**src/iswc_pkg.sv**
```systemverilog
// constants and carrier types for the interrupt, sleep and wake controller
package iswc_pkg;
  localparam int          ADDR_W          = 8;
  localparam int          PC_W            = 13;
  localparam logic [7:0]  CORE_CTRL_OFF   = 8'h00;
  localparam logic [7:0]  PERIPH_FLAG_OFF = 8'h04;
  localparam logic [7:0]  PERIPH_EN_OFF   = 8'h08;
  localparam logic [7:0]  PIN_MASK_OFF    = 8'h0c;
  localparam logic [7:0]  PORT_READ_OFF   = 8'h10;
  localparam logic [7:0]  ANALOG_SEL_OFF  = 8'h14;
  localparam logic [7:0]  WDOG_CTRL_OFF   = 8'h18;
  localparam logic [7:0]  STATUS_OFF      = 8'h1c;
  // core_irq_ctrl_reg fields
  localparam int          CC_EXT_FLAG     = 0;
  localparam int          CC_PORT_FLAG    = 1;
  localparam int          CC_TMR_FLAG     = 2;
  localparam int          CC_EXT_EN       = 3;
  localparam int          CC_PORT_EN      = 4;
  localparam int          CC_TMR_EN       = 5;
  localparam int          CC_EDGE_POL     = 6;
  localparam int          CC_GIE          = 7;
  // periph_irq_flag_reg / periph_irq_enable_reg fields
  localparam int          PF_MATCH        = 0;
  localparam int          PF_EEPROM       = 1;
  localparam int          PF_MEAS         = 2;
  localparam int          PF_W            = 3;
  localparam int          WC_SOFT_EN      = 0;
  localparam int          ST_SLEEP        = 0;
  localparam int          ST_WDOG_LSB     = 16;
  localparam int          EXT_PIN_BIT     = 2;
  localparam int          WDOG_FUSE_BIT   = 3;
  localparam int          WDOG_W          = 16;
  localparam int          PRES_W          = 8;
  localparam logic [7:0]  CORE_CTRL_RST   = 8'h00;
  localparam logic [2:0]  PERIPH_RST      = 3'h0;
  localparam logic [7:0]  PIN_MASK_RST    = 8'h00;
  localparam logic [7:0]  ANALOG_SEL_RST  = 8'h00;
  localparam logic [12:0] IRQ_VECTOR      = 13'h0004;
  localparam logic [1:0]  RESP_OKAY       = 2'h0;
  localparam logic [1:0]  RESP_SLVERR     = 2'h2;
  localparam logic [3:0]  IDX_BAD         = 4'hf;

  typedef enum logic [0:0] {
    CORE_RUN   = 1'b0,
    CORE_SLEEP = 1'b1
  } iswc_power_type;

  typedef struct packed {
    logic sleepOp;
    logic wdogClearOp;
    logic returnFromIrqOp;
  } iswc_core_op_type;

  typedef struct packed {
    logic timerAOverflow;
    logic timerMatch;
    logic eepromWriteDone;
    logic slowMeasDone;
  } iswc_event_type;
endpackage : iswc_pkg

```
**src/iswc_ctrl.sv**
```systemverilog
// interrupt gathering, vectoring, sleep entry, wake-up and watchdog
`timescale 1ns/1ps
// Overview of operation
// [RULE_01] entry clears global enable, pushes PC, vectors 0004h
// [RULE_02] return op sets global enable again
// [RULE_03] external pin edge chosen by polarity bit
// [RULE_04] selected edge sets external-pin flag
// [RULE_05] external-pin enable clear blocks its request
// [RULE_06] software clears external flag before re-enabling
// [RULE_07] enabled external edge wakes core from sleep
// [RULE_08] masked port change sets port-change flag
// [RULE_09] software reads port before clearing change flag
// [RULE_10] analog pins read zero, make no events
// [RULE_11] pin events serviced within two instruction cycles
// [RULE_12] only return PC saved; software saves rest
// [RULE_13] core flags in control, peripherals separate
// [RULE_14] six interrupt sources accepted
// [RULE_15] sleep op enters sleep state
// [RULE_16] reset pin, watchdog, enabled interrupts wake
// [RULE_17] watchdog cleared by clear, sleep, wake
// [RULE_18] 16-bit watchdog on slow tick, shared prescaler
// [RULE_19] fuse bit 3 forces watchdog, else soft
// [RULE_20] watchdog overflow wakes sleeper, resets runner
// [RULE_21] software turns comparator off before sleep
// [RULE_22] timer wrap sets overflow flag
// [RULE_23] timer overflow never wakes from sleep
// [RULE_24] port compared to last read, mismatches ORed
// [RULE_25] request needs flag, enable and global enable
module iswc_ctrl
  import iswc_pkg::*;
(
  input  wire logic                       clock,
  input  wire logic                       rst_n,
  input  wire logic                       s_axi_awvalid,
  output logic                            s_axi_awready,
  input  wire logic [iswc_pkg::ADDR_W-1:0] s_axi_awaddr,
  input  wire logic                       s_axi_wvalid,
  output logic                            s_axi_wready,
  input  wire logic [31:0]                s_axi_wdata,
  input  wire logic [3:0]                 s_axi_wstrb,
  output logic                            s_axi_bvalid,
  input  wire logic                       s_axi_bready,
  output logic [1:0]                      s_axi_bresp,
  input  wire logic                       s_axi_arvalid,
  output logic                            s_axi_arready,
  input  wire logic [iswc_pkg::ADDR_W-1:0] s_axi_araddr,
  output logic                            s_axi_rvalid,
  input  wire logic                       s_axi_rready,
  output logic [31:0]                     s_axi_rdata,
  output logic [1:0]                      s_axi_rresp,
  input  wire logic [7:0]                 portPins,
  input  wire logic                       extResetPin_n,
  input  wire logic [7:0]                 userCfgWordZero,
  input  wire logic                       slowClkTick,
  input  wire logic                       presToWdog,
  input  wire logic [2:0]                 presRatio,
  input  wire iswc_pkg::iswc_core_op_type coreOps,
  input  wire iswc_pkg::iswc_event_type   events,
  input  wire logic [iswc_pkg::PC_W-1:0]  returnPc,
  output logic                            irqRequest,
  output logic                            irqEntry,
  output logic [iswc_pkg::PC_W-1:0]       pcLoad,
  output logic [iswc_pkg::PC_W-1:0]       stackPush,
  output logic                            sleeping,
  output logic                            wakeUp,
  output logic                            wdogResetReq
);
  import iswc_pkg::*;

  function automatic logic [3:0] regIndex(input logic [ADDR_W-1:0] a);
    if (a[1:0] != 2'h0 || a > STATUS_OFF) begin
      return IDX_BAD;
    end
    return a[5:2];
  endfunction : regIndex

  // ---------------- bus channel state
  logic                awHeld_r, awHeld_nxt;
  logic                wHeld_r, wHeld_nxt;
  logic [ADDR_W-1:0]   awAddr_r, awAddr_nxt;
  logic [31:0]         wData_r, wData_nxt;
  logic                wLane0_r, wLane0_nxt;
  logic                bvalid_r, bvalid_nxt;
  logic [1:0]          bresp_r, bresp_nxt;
  logic                rvalid_r, rvalid_nxt;
  logic [31:0]         rdata_r, rdata_nxt;
  logic [1:0]          rresp_r, rresp_nxt;
  logic                doWrite;
  logic [3:0]          wIdx;
  logic                arTake;
  logic                portRead;

  // ---------------- controller state
  logic [7:0]          coreCtrl_r, coreCtrl_nxt;
  logic [PF_W-1:0]     pFlag_r, pFlag_nxt;
  logic [PF_W-1:0]     pEn_r, pEn_nxt;
  logic [7:0]          pinMask_r, pinMask_nxt;
  logic [7:0]          analogSel_r, analogSel_nxt;
  logic                softEn_r, softEn_nxt;
  logic [7:0]          portLatch_r, portLatch_nxt;
  logic                extPrev_r, extPrev_nxt;
  logic                phase_r, phase_nxt;
  iswc_power_type      power_r, power_nxt;
  logic [WDOG_W-1:0]   wdogCnt_r, wdogCnt_nxt;
  logic [PRES_W-1:0]   pres_r, pres_nxt;
  logic                entry_r, entry_nxt;
  logic [PC_W-1:0]     pcLoad_r, pcLoad_nxt;
  logic [PC_W-1:0]     stack_r, stack_nxt;
  logic                wake_r, wake_nxt;
  logic                wdogRst_r, wdogRst_nxt;

  logic [7:0]          portEff;
  logic                extPin;
  logic                extEdge;
  logic [7:0]          mismatch;
  logic                pending;
  logic                wakeCause;
  logic                wdogOn;
  logic                wdogStep;
  logic                wdogOvf;
  logic [PRES_W-1:0]   presMask;

  // ---------------- bus slave
  assign s_axi_awready = !awHeld_r && !bvalid_r;
  assign s_axi_wready  = !wHeld_r && !bvalid_r;
  assign s_axi_arready = !rvalid_r;
  assign s_axi_bvalid  = bvalid_r;
  assign s_axi_bresp   = bresp_r;
  assign s_axi_rvalid  = rvalid_r;
  assign s_axi_rdata   = rdata_r;
  assign s_axi_rresp   = rresp_r;
  assign doWrite  = awHeld_r && wHeld_r && !bvalid_r;
  assign wIdx     = regIndex(awAddr_r);
  assign arTake   = s_axi_arvalid && !rvalid_r;
  assign portRead = arTake && regIndex(s_axi_araddr) == PORT_READ_OFF[5:2];

  always_comb begin
    awHeld_nxt = awHeld_r;
    wHeld_nxt  = wHeld_r;
    awAddr_nxt = awAddr_r;
    wData_nxt  = wData_r;
    wLane0_nxt = wLane0_r;
    bvalid_nxt = bvalid_r;
    bresp_nxt  = bresp_r;
    rvalid_nxt = rvalid_r;
    rdata_nxt  = rdata_r;
    rresp_nxt  = rresp_r;
    if (s_axi_awvalid && s_axi_awready) begin
      awHeld_nxt = 1'b1;
      awAddr_nxt = s_axi_awaddr;
    end
    if (s_axi_wvalid && s_axi_wready) begin
      wHeld_nxt  = 1'b1;
      wData_nxt  = s_axi_wdata;
      wLane0_nxt = s_axi_wstrb[0];
    end
    if (doWrite) begin
      awHeld_nxt = 1'b0;
      wHeld_nxt  = 1'b0;
      bvalid_nxt = 1'b1;
      bresp_nxt  = (wIdx == IDX_BAD) ? RESP_SLVERR : RESP_OKAY;
    end else if (bvalid_r && s_axi_bready) begin
      bvalid_nxt = 1'b0;
    end
    if (arTake) begin
      rvalid_nxt = 1'b1;
      rresp_nxt  = RESP_OKAY;
      rdata_nxt  = 32'h0;
      case (regIndex(s_axi_araddr))
        CORE_CTRL_OFF[5:2]:   rdata_nxt[7:0] = coreCtrl_r;
        PERIPH_FLAG_OFF[5:2]: rdata_nxt[PF_W-1:0] = pFlag_r;
        PERIPH_EN_OFF[5:2]:   rdata_nxt[PF_W-1:0] = pEn_r;
        PIN_MASK_OFF[5:2]:    rdata_nxt[7:0] = pinMask_r;
        PORT_READ_OFF[5:2]:   rdata_nxt[7:0] = portEff; // see [RULE_10]
        ANALOG_SEL_OFF[5:2]:  rdata_nxt[7:0] = analogSel_r;
        WDOG_CTRL_OFF[5:2]:   rdata_nxt[WC_SOFT_EN] = softEn_r;
        STATUS_OFF[5:2]: begin
          rdata_nxt[ST_SLEEP] = (power_r == CORE_SLEEP);
          rdata_nxt[ST_WDOG_LSB +: WDOG_W] = wdogCnt_r;
        end
        default: rresp_nxt = RESP_SLVERR;
      endcase
    end else if (rvalid_r && s_axi_rready) begin
      rvalid_nxt = 1'b0;
    end
  end

  always_ff @(posedge clock) begin
    if (!rst_n) begin
      awHeld_r <= 1'b0;
      wHeld_r  <= 1'b0;
      awAddr_r <= '0;
      wData_r  <= 32'h0;
      wLane0_r <= 1'b0;
      bvalid_r <= 1'b0;
      bresp_r  <= RESP_OKAY;
      rvalid_r <= 1'b0;
      rdata_r  <= 32'h0;
      rresp_r  <= RESP_OKAY;
    end else begin
      awHeld_r <= awHeld_nxt;
      wHeld_r  <= wHeld_nxt;
      awAddr_r <= awAddr_nxt;
      wData_r  <= wData_nxt;
      wLane0_r <= wLane0_nxt;
      bvalid_r <= bvalid_nxt;
      bresp_r  <= bresp_nxt;
      rvalid_r <= rvalid_nxt;
      rdata_r  <= rdata_nxt;
      rresp_r  <= rresp_nxt;
    end
  end

  // ---------------- source detection
  assign portEff  = portPins & ~analogSel_r; // see [RULE_10]
  assign extPin   = portEff[EXT_PIN_BIT];
  assign extEdge  = coreCtrl_r[CC_EDGE_POL] ? (extPin && !extPrev_r)
                                            : (!extPin && extPrev_r); // see [RULE_03]
  assign mismatch = (portEff ^ portLatch_r) & pinMask_r; // see [RULE_24]

  // see [RULE_25] see [RULE_05] see [RULE_13] see [RULE_14]
  assign pending = |({coreCtrl_r[CC_EXT_FLAG], coreCtrl_r[CC_PORT_FLAG],
                      coreCtrl_r[CC_TMR_FLAG]} &
                     {coreCtrl_r[CC_EXT_EN], coreCtrl_r[CC_PORT_EN],
                      coreCtrl_r[CC_TMR_EN]}) || |(pFlag_r & pEn_r);
  assign irqRequest = pending && coreCtrl_r[CC_GIE];

  // timer overflow left out: the timer is stopped in sleep; see [RULE_23]
  assign wakeCause = !extResetPin_n || wdogOvf
    || (coreCtrl_r[CC_EXT_FLAG] && coreCtrl_r[CC_EXT_EN])   // see [RULE_07]
    || (coreCtrl_r[CC_PORT_FLAG] && coreCtrl_r[CC_PORT_EN])
    || |(pFlag_r & pEn_r); // see [RULE_16]

  // ---------------- watchdog
  assign wdogOn   = userCfgWordZero[WDOG_FUSE_BIT] || softEn_r; // see [RULE_19]
  assign presMask = PRES_W'((9'h2 << presRatio) - 9'h1);
  assign wdogStep = wdogOn && slowClkTick
                 && (!presToWdog || (pres_r & presMask) == presMask); // see [RULE_18]
  assign wdogOvf  = wdogStep && (&wdogCnt_r);

  always_comb begin
    coreCtrl_nxt  = coreCtrl_r;
    pFlag_nxt     = pFlag_r;
    pEn_nxt       = pEn_r;
    pinMask_nxt   = pinMask_r;
    analogSel_nxt = analogSel_r;
    softEn_nxt    = softEn_r;
    portLatch_nxt = portRead ? portEff : portLatch_r; // see [RULE_24]
    extPrev_nxt   = extPin;
    phase_nxt     = !phase_r;
    power_nxt     = power_r;
    wdogCnt_nxt   = wdogCnt_r;
    pres_nxt      = pres_r;
    entry_nxt     = 1'b0;
    pcLoad_nxt    = pcLoad_r;
    stack_nxt     = stack_r;
    wake_nxt      = 1'b0;
    wdogRst_nxt   = 1'b0;
    if (doWrite && wLane0_r) begin
      case (wIdx)
        CORE_CTRL_OFF[5:2]:   coreCtrl_nxt  = wData_r[7:0];
        PERIPH_FLAG_OFF[5:2]: pFlag_nxt     = wData_r[PF_W-1:0];
        PERIPH_EN_OFF[5:2]:   pEn_nxt       = wData_r[PF_W-1:0];
        PIN_MASK_OFF[5:2]:    pinMask_nxt   = wData_r[7:0];
        ANALOG_SEL_OFF[5:2]:  analogSel_nxt = wData_r[7:0];
        WDOG_CTRL_OFF[5:2]:   softEn_nxt    = wData_r[WC_SOFT_EN];
        default: ;
      endcase
    end
    // hardware sets win over a software clear in the same cycle
    if (extEdge) coreCtrl_nxt[CC_EXT_FLAG] = 1'b1; // see [RULE_04]
    if (|mismatch) coreCtrl_nxt[CC_PORT_FLAG] = 1'b1; // see [RULE_08]
    if (events.timerAOverflow) coreCtrl_nxt[CC_TMR_FLAG] = 1'b1; // see [RULE_22]
    if (events.timerMatch) pFlag_nxt[PF_MATCH] = 1'b1;
    if (events.eepromWriteDone) pFlag_nxt[PF_EEPROM] = 1'b1;
    if (events.slowMeasDone) pFlag_nxt[PF_MEAS] = 1'b1;
    // entry only on an instruction boundary: two clocks per instruction
    if (irqRequest && power_r == CORE_RUN && phase_r && !entry_r) begin
      entry_nxt  = 1'b1;
      coreCtrl_nxt[CC_GIE] = 1'b0; // see [RULE_01] see [RULE_11]
      pcLoad_nxt = IRQ_VECTOR;
      stack_nxt  = returnPc; // see [RULE_12]
    end
    if (coreOps.returnFromIrqOp) coreCtrl_nxt[CC_GIE] = 1'b1; // see [RULE_02]
    if (presToWdog && slowClkTick) pres_nxt = pres_r + 8'h1;
    if (wdogStep) wdogCnt_nxt = wdogCnt_r + 16'h1;
    case (power_r)
      CORE_RUN: begin
        if (wdogOvf) wdogRst_nxt = 1'b1; // see [RULE_20]
        if (coreOps.sleepOp) power_nxt = CORE_SLEEP; // see [RULE_15]
      end
      CORE_SLEEP: begin
        if (wakeCause) begin
          power_nxt = CORE_RUN;
          wake_nxt  = 1'b1; // see [RULE_20]
        end
      end
      default: power_nxt = CORE_RUN;
    endcase
    if (coreOps.wdogClearOp || (power_r == CORE_RUN && coreOps.sleepOp)
        || wake_nxt || !wdogOn) begin
      wdogCnt_nxt = '0; // see [RULE_17]
      pres_nxt    = '0;
    end
  end

  always_ff @(posedge clock) begin
    if (!rst_n) begin
      coreCtrl_r  <= CORE_CTRL_RST;
      pFlag_r     <= PERIPH_RST;
      pEn_r       <= PERIPH_RST;
      pinMask_r   <= PIN_MASK_RST;
      analogSel_r <= ANALOG_SEL_RST;
      softEn_r    <= 1'b0;
      portLatch_r <= 8'h00;
      extPrev_r   <= 1'b0;
      phase_r     <= 1'b0;
      power_r     <= CORE_RUN;
      wdogCnt_r   <= '0;
      pres_r      <= '0;
      entry_r     <= 1'b0;
      pcLoad_r    <= '0;
      stack_r     <= '0;
      wake_r      <= 1'b0;
      wdogRst_r   <= 1'b0;
    end else begin
      coreCtrl_r  <= coreCtrl_nxt;
      pFlag_r     <= pFlag_nxt;
      pEn_r       <= pEn_nxt;
      pinMask_r   <= pinMask_nxt;
      analogSel_r <= analogSel_nxt;
      softEn_r    <= softEn_nxt;
      portLatch_r <= portLatch_nxt;
      extPrev_r   <= extPrev_nxt;
      phase_r     <= phase_nxt;
      power_r     <= power_nxt;
      wdogCnt_r   <= wdogCnt_nxt;
      pres_r      <= pres_nxt;
      entry_r     <= entry_nxt;
      pcLoad_r    <= pcLoad_nxt;
      stack_r     <= stack_nxt;
      wake_r      <= wake_nxt;
      wdogRst_r   <= wdogRst_nxt;
    end
  end

  assign irqEntry     = entry_r;
  assign pcLoad       = pcLoad_r;
  assign stackPush    = stack_r;
  assign sleeping     = (power_r == CORE_SLEEP);
  assign wakeUp       = wake_r;
  assign wdogResetReq = wdogRst_r;
endmodule : iswc_ctrl

```
**config.mk**
```make
export PLATFORM = sky130hd
export DESIGN_NAME = iswc_ctrl
export DESIGN_NICKNAME = d
export VERILOG_FILES = /design/src/iswc_pkg.sv /design/src/iswc_ctrl.sv
export SDC_FILE = /design/constraint.sdc
export NUM_CORES = 1
export LEC_CHECK = 0
export ABC_CLOCK_PERIOD_IN_PS = 5200
export BUFFER_PORTS_ARGS = -buffer_cell sky130_fd_sc_hd__buf_2
export CAP_MARGIN = 10
export CORE_AREA = 5 5 129 131
export DETAILED_ROUTE_END_ITERATION = 8
export DIE_AREA = 0 0 134 136
export MAX_ROUTING_LAYER = met4
export SLEW_MARGIN = 20
export SYNTH_ARGS = -nofsm -noshare
export SYNTH_HDL_FRONTEND = slang
export SYNTH_SLANG_ARGS = --single-unit
```
**constraint.sdc**
```tcl
create_clock -name clock -period 5.2 [get_ports clock]
set_input_delay 0.26 -clock clock [delete_from_list [all_inputs] [get_ports clock]]
set_output_delay 0.26 -clock clock [all_outputs]
set_load 0.02 [all_outputs]
```
Yosys cells after proc, flatten, opt, wreduce, memory -nomap -nowiden
Index checks and enable logic that the tools add are counted.
- flip-flop bits (word level): 132
- bits in latches: 0
- memory bits (writable): 0
- ROM bits: 0
- input bits: 101
- output and inout bits: 72
- memories kept: 0
- add/subtract/negate cells: 3
- $mul: 0
- divide/modulo/power cells: 0
- $lt $le $gt $ge: 2
- eq/ne operators: 15
- shifts and indexed selects: 1
- multiplexer cells: 39
- bitwise logic cells: 9
- reductions and logical operators: 87
- operators with widths (operator ; count):
    $reduce_bool A2 Y1 ; 16
    $eq A4 B3 Y1 const B ; 7
    $and A8 B8 Y8 ; 3
    $logic_and A1 B1 Y1 ; 24
    $mux W4 ; 6
    $reduce_and A2 Y1 ; 12
    $mux W1 ; 22
    $pmux W5 S4 ; 1
    $add A16 B1 Y16 const B ; 1
    $eq A4 B2 Y1 const B ; 4
    $gt A8 B5 Y1 const B ; 2
    $mux W16 ; 1
    $mux W8 ; 2
    $reduce_and A16 Y1 ; 1
    $reduce_or A8 Y1 ; 2
    $logic_or A1 B1 Y1 ; 12
    $pmux W2 S6 ; 1
    $logic_not A1 Y1 ; 11
    $add A8 B1 Y8 const B ; 1
    $eq A4 B1 Y1 const B ; 2
    $eq A8 B8 Y1 ; 1
    $logic_not A4 Y1 ; 2
    $not A8 Y8 ; 1
    $pmux W1 S8 ; 1
    12 further kinds ; 20

Depth between registers and ports, before layout
- depth after elaboration: 16
- mapped depth: 8
- mapped depth without buffers: 6

Worst setup path after synthesis
No wires, ideal clock.
- kind: register -> register
- start point: register pEn_r[1]
- end point: register stack_r[12], in the netlist stackPush[12]
- library setup time: 128 ps
- data arrival time: 1796 ps
- path slack: 3276 ps
- cell stages (with the launch flop): 9
- buffers on the path: 2
- cell sequence: dfxtp_1 -> a222oi_1 -> and3_1 -> a21boi_1 -> and3_1 -> buf_2 -> buf_4 -> mux2i_1 -> nor2_1
- cells in the longest elaborated chain, start to end: 7
- RTL lines (item ; RTL line ; text):
    from (decl) ; iswc_ctrl.sv:96 ; logic [PF_W-1:0] pEn_r, pEn_nxt;
    from (signal assigned) ; iswc_ctrl.sv:329 ; pEn_r <= pEn_nxt;
    $and A3 B3 Y3 ; iswc_ctrl.sv:225 ; coreCtrl_r[CC_TMR_EN]}) || |(pFlag_r & pEn_r);
    $reduce_or A3 Y1 ; iswc_ctrl.sv:225 ;
    $logic_or A1 B1 Y1 ; iswc_ctrl.sv:225 ;
    $logic_and A1 B1 Y1 ; iswc_ctrl.sv:226 ; assign irqRequest = pending && coreCtrl_r[CC_GIE];
    net irqRequest ; iswc_ctrl.sv:60 ; output logic irqRequest,
    $logic_and A1 B1 Y1 (3 in series) ; iswc_ctrl.sv:278 ; if (irqRequest && power_r == CORE_RUN && phase_r && !entry_r) begin
    to (signal assigned) ; iswc_ctrl.sv:341 ; stack_r <= stack_nxt;
    to (decl) ; iswc_ctrl.sv:108 ; logic [PC_W-1:0] stack_r, stack_nxt;
The timed path passes the listed nets, and every way through them passes these cells.
A chain may end at the register's enable or synchronous reset.

Worst setup path after layout
- start point: register pEn_r[1]
- end point: register stack_r[2], in the netlist stackPush[2]
- cells in the longest elaborated chain, start to end: 7
- RTL lines (item ; RTL line):
    $and A3 B3 Y3 ; iswc_ctrl.sv:225
    $reduce_or A3 Y1 ; iswc_ctrl.sv:225
    $logic_or A1 B1 Y1 ; iswc_ctrl.sv:225
    $logic_and A1 B1 Y1 ; iswc_ctrl.sv:226
    $logic_and A1 B1 Y1 (3 in series) ; iswc_ctrl.sv:278
Every way passes these cells.

==> metrics.md <==
| Metric | Value |
|---|---|
| GRT Util Overall | 16.6% |
| Post-synthesis simple-gate area fraction | 21.4% |
| Critical path class | reg2reg |
| FILL cells | 1,538 |
| Fin crit period | 2240 ps |
| I/O Buffers | 116 |
| DRT iter0 DRCs | 323 |
| Post-Synth Adder-Cell Area | 0.441% |
| Ys async rst share | 0% |
| Max Fclk | 447 MHz |
| # DRC | 0 |
| Mux cell area share after synthesis | 10.5% |
| Ports | 173 |
| Total power | 2.40 mW |
| Dpl hpwl | 10.5 mm |
| Crit-path max FO | 16 |
| Met1 Usage GRT | 20.4% |
| Met3 Usage GRT | 4.48% |
| Pre-CTS WS | 2720 ps |
| Worst-path clk slew | 50 ps |
| Hold slack | 38.9 ps |
| Leak | 2.86 nW |
| Nets | 850 |
| Final Hold Vio Count | 0 |
| Max-cap viol count | 0 |
| GP Congestion | 0.855 |
| Die Wd | 134 um |
| Synth warnings | 0 |
| Tcrit/Tclk final | 43.0% |
| Compound-Gate Fraction of Synth Area | 11.4% |
| Cell Count, Final, Fillers Out | 951 |
| Post-synth top flop | dfxtp_1 |
| Commonest cells after routing, fill and taps aside | dfxtp_1, buf_2, nor2_1 |
| Post-cts repair resize count | 0 |
| Clock skew | 6.35 ps |
| Hold Crit Class | in2reg |
| M2 GR Usage | 26.4% |
| Mapped cell area | 5670 um2 |
| TritonRoute pass-1 iters | 4 |
| Clk Tree Root Cell | clkbuf_16 |
| Max-slew headroom | 31.9% |
| Initial Utilization | 36.6% |
| Critical Path Start Type | flip-flop |
| H-tree depth | 4 |
| Post-Synthesis Cells | 638 |
| Max Root-Sink Buffers | 2 |
| Arr. time, crit path | 2500 ps |
| Largest net degree at the start of global routing | 95 |
| Slew Limit Fails | 0 |
| Vias | 4,753 |
| Clock Sinks | 130 |
| Register area share after synthesis | 45.9% |
| Setup tns final | 0 ps |
| Rows | 46 |
| Most common cell after layout, fill and taps aside | dfxtp_1 |
| Post-synthesis cell type count | 55 |
| Status | finished clean |
| Die area | 18,200 um2 |
| Multi-input logic area | 2810 um2 |
| Synthesized area per cell | 8.89 um2 |
| Pwr/cell area | 348 nW/um2 |
| # placed instances | 919 |
| Final Worst Setup Slack | 2960 ps |
| Number of setup violations in the final report | 0 |
| GRT Max-Usage Layer | met2 |
| Storage element area | 2600 um2 |
| CTS buffer count | 17 |
| Max rail drop VDD | 217 uV |
| Worst skew pair latency | 420 ps |
| Post-synth EDFFs | 0 |
| Die outline height | 136 um |
| Endpoint type of the worst setup path | flip-flop |
| Vias in the first global route | 4,461 |
| Drt wl/cell | 15.5 um |
| Main combinational cell family by area after synthesis | simple AND/OR/NAND/NOR gates |
| Aggregate routed wire length | 14.8 mm |
| Global-route wire length before repair | 23.1 mm |
| RSZ-0062 raised after global routing | false |
| Area Growth Syn to Fin | 21.8% |
| Share of layout cells above drive strength 1 | 21.0% |
| Post-DR vias/cell | 5.00 |
| CTS tree | built |
| Synth Area in XOR/XNOR | 4.17% |
| GRT overflow | 0 |
| Post-DRT Antenna Nets | 0 |
| CP Data Required Time | 5470 ps |
| Core area | 15,500 um2 |
| Initial antenna violation count | 1 |
| Measured slew at the worst slew-check pin | 1020 ps |
| Post-synthesis register bit count | 130 |
==> final timing paths <==
kind | from | end | slack (ps) | cells after the start
worst max-delay path | pEn_r[1] | stackPush[2] | 2960 | 6
worst min-delay path | coreOps[0] | coreCtrl_r[7] | 40 | 3
worst max register to register | pEn_r[1] | stackPush[2] | 2960 | 6
worst min register to register | phase_r | phase_r | 400 | 1
==> registers in the layout (all words and copies together) (netlist names), 3 cells and up <==
register	flops
coreCtrl_r	8
analogSel_r	8
stackPush	13
s_axi_rdata	24
portLatch_r	8
pinMask_r	8
wdogCnt_r	16
pres_r	8
pEn_r	3
pFlag_r	3
wData_r	8
awAddr_r	8
==> timing repair <==
item,CTS,global route
endpoints found under the setup margin,0,0
hold buffers,1,0
endpoints found under the hold margin,1,0
setup buffers,0,0
==> report_power, final <==
part | total (mW) | internal (mW) | switching [mW]
Sequential | 1.04 | 1.02 | 0.0204
Combinational | 0.160 | 0.0555 | 0.105
Clock | 1.21 | 0.797 | 0.409
==> per-stage QoR <==
stage	area [um2]	util, %
2_1_floorplan	5750	-
4_1_cts	6900	44.5
5_1_grt	6910	44.6
3_3_place_gp	6290	40.6
3_5_place_dp	6290	40.6
6_report	6910	44.6
==> critical path, stage by stage, from the launching register on <==
cell and delay [ps]:
dfxtp_1 380, a222oi_1 110, and3_1 240, a21boi_1 240
and3_1 770, mux2i_1 270, nor2_1 60
==> layout make-up <==
class	count	share of cell area [%]
multi-input combinational	468	40.6
sequential	130	37.7
inverter	8	0.435
clock buffer	25	7.18
clock inverter	5	1.45
antenna	1	0.0362
timing repair buffer	122	9.10
tap	192	3.48
==> routing by layer <==
metal / wire, um / up-vias / part of all wire [%]
li1: - / 2388 / -
met1: 6490 / 2228 / 44
met2: 7100 / 119 / 48
met3: 917 / 18 / 6.2
met4: 257 / 0 / 1.7
met5: 0 / - / 0
==> cell usage after synthesis, types with 11 or more instances <==
cell type,instances,area [um2]
a21oi_1,29,145
a22oi_1,23,173
buf_4,25,188
clkbuf_1,18,67.6
dfxtp_1,130,2600
mux2i_1,55,551
nand2_1,55,206
nand3_1,25,125
nor2_1,115,432
nor2b_1,11,68.8
o21ai_0,16,80.1
xor2_1,26,228
==> cell families after synthesis <==
kind of cell	after synthesis
muxes	58
xor gates and xnor gates	27
AOI/OAI and AO/OA	99
buffers and inverters	61
other	1
and+or+nand+nor	260
adders and majority gates	2
DFF	130
Note: power is estimated with default switching activity, not from simulation.
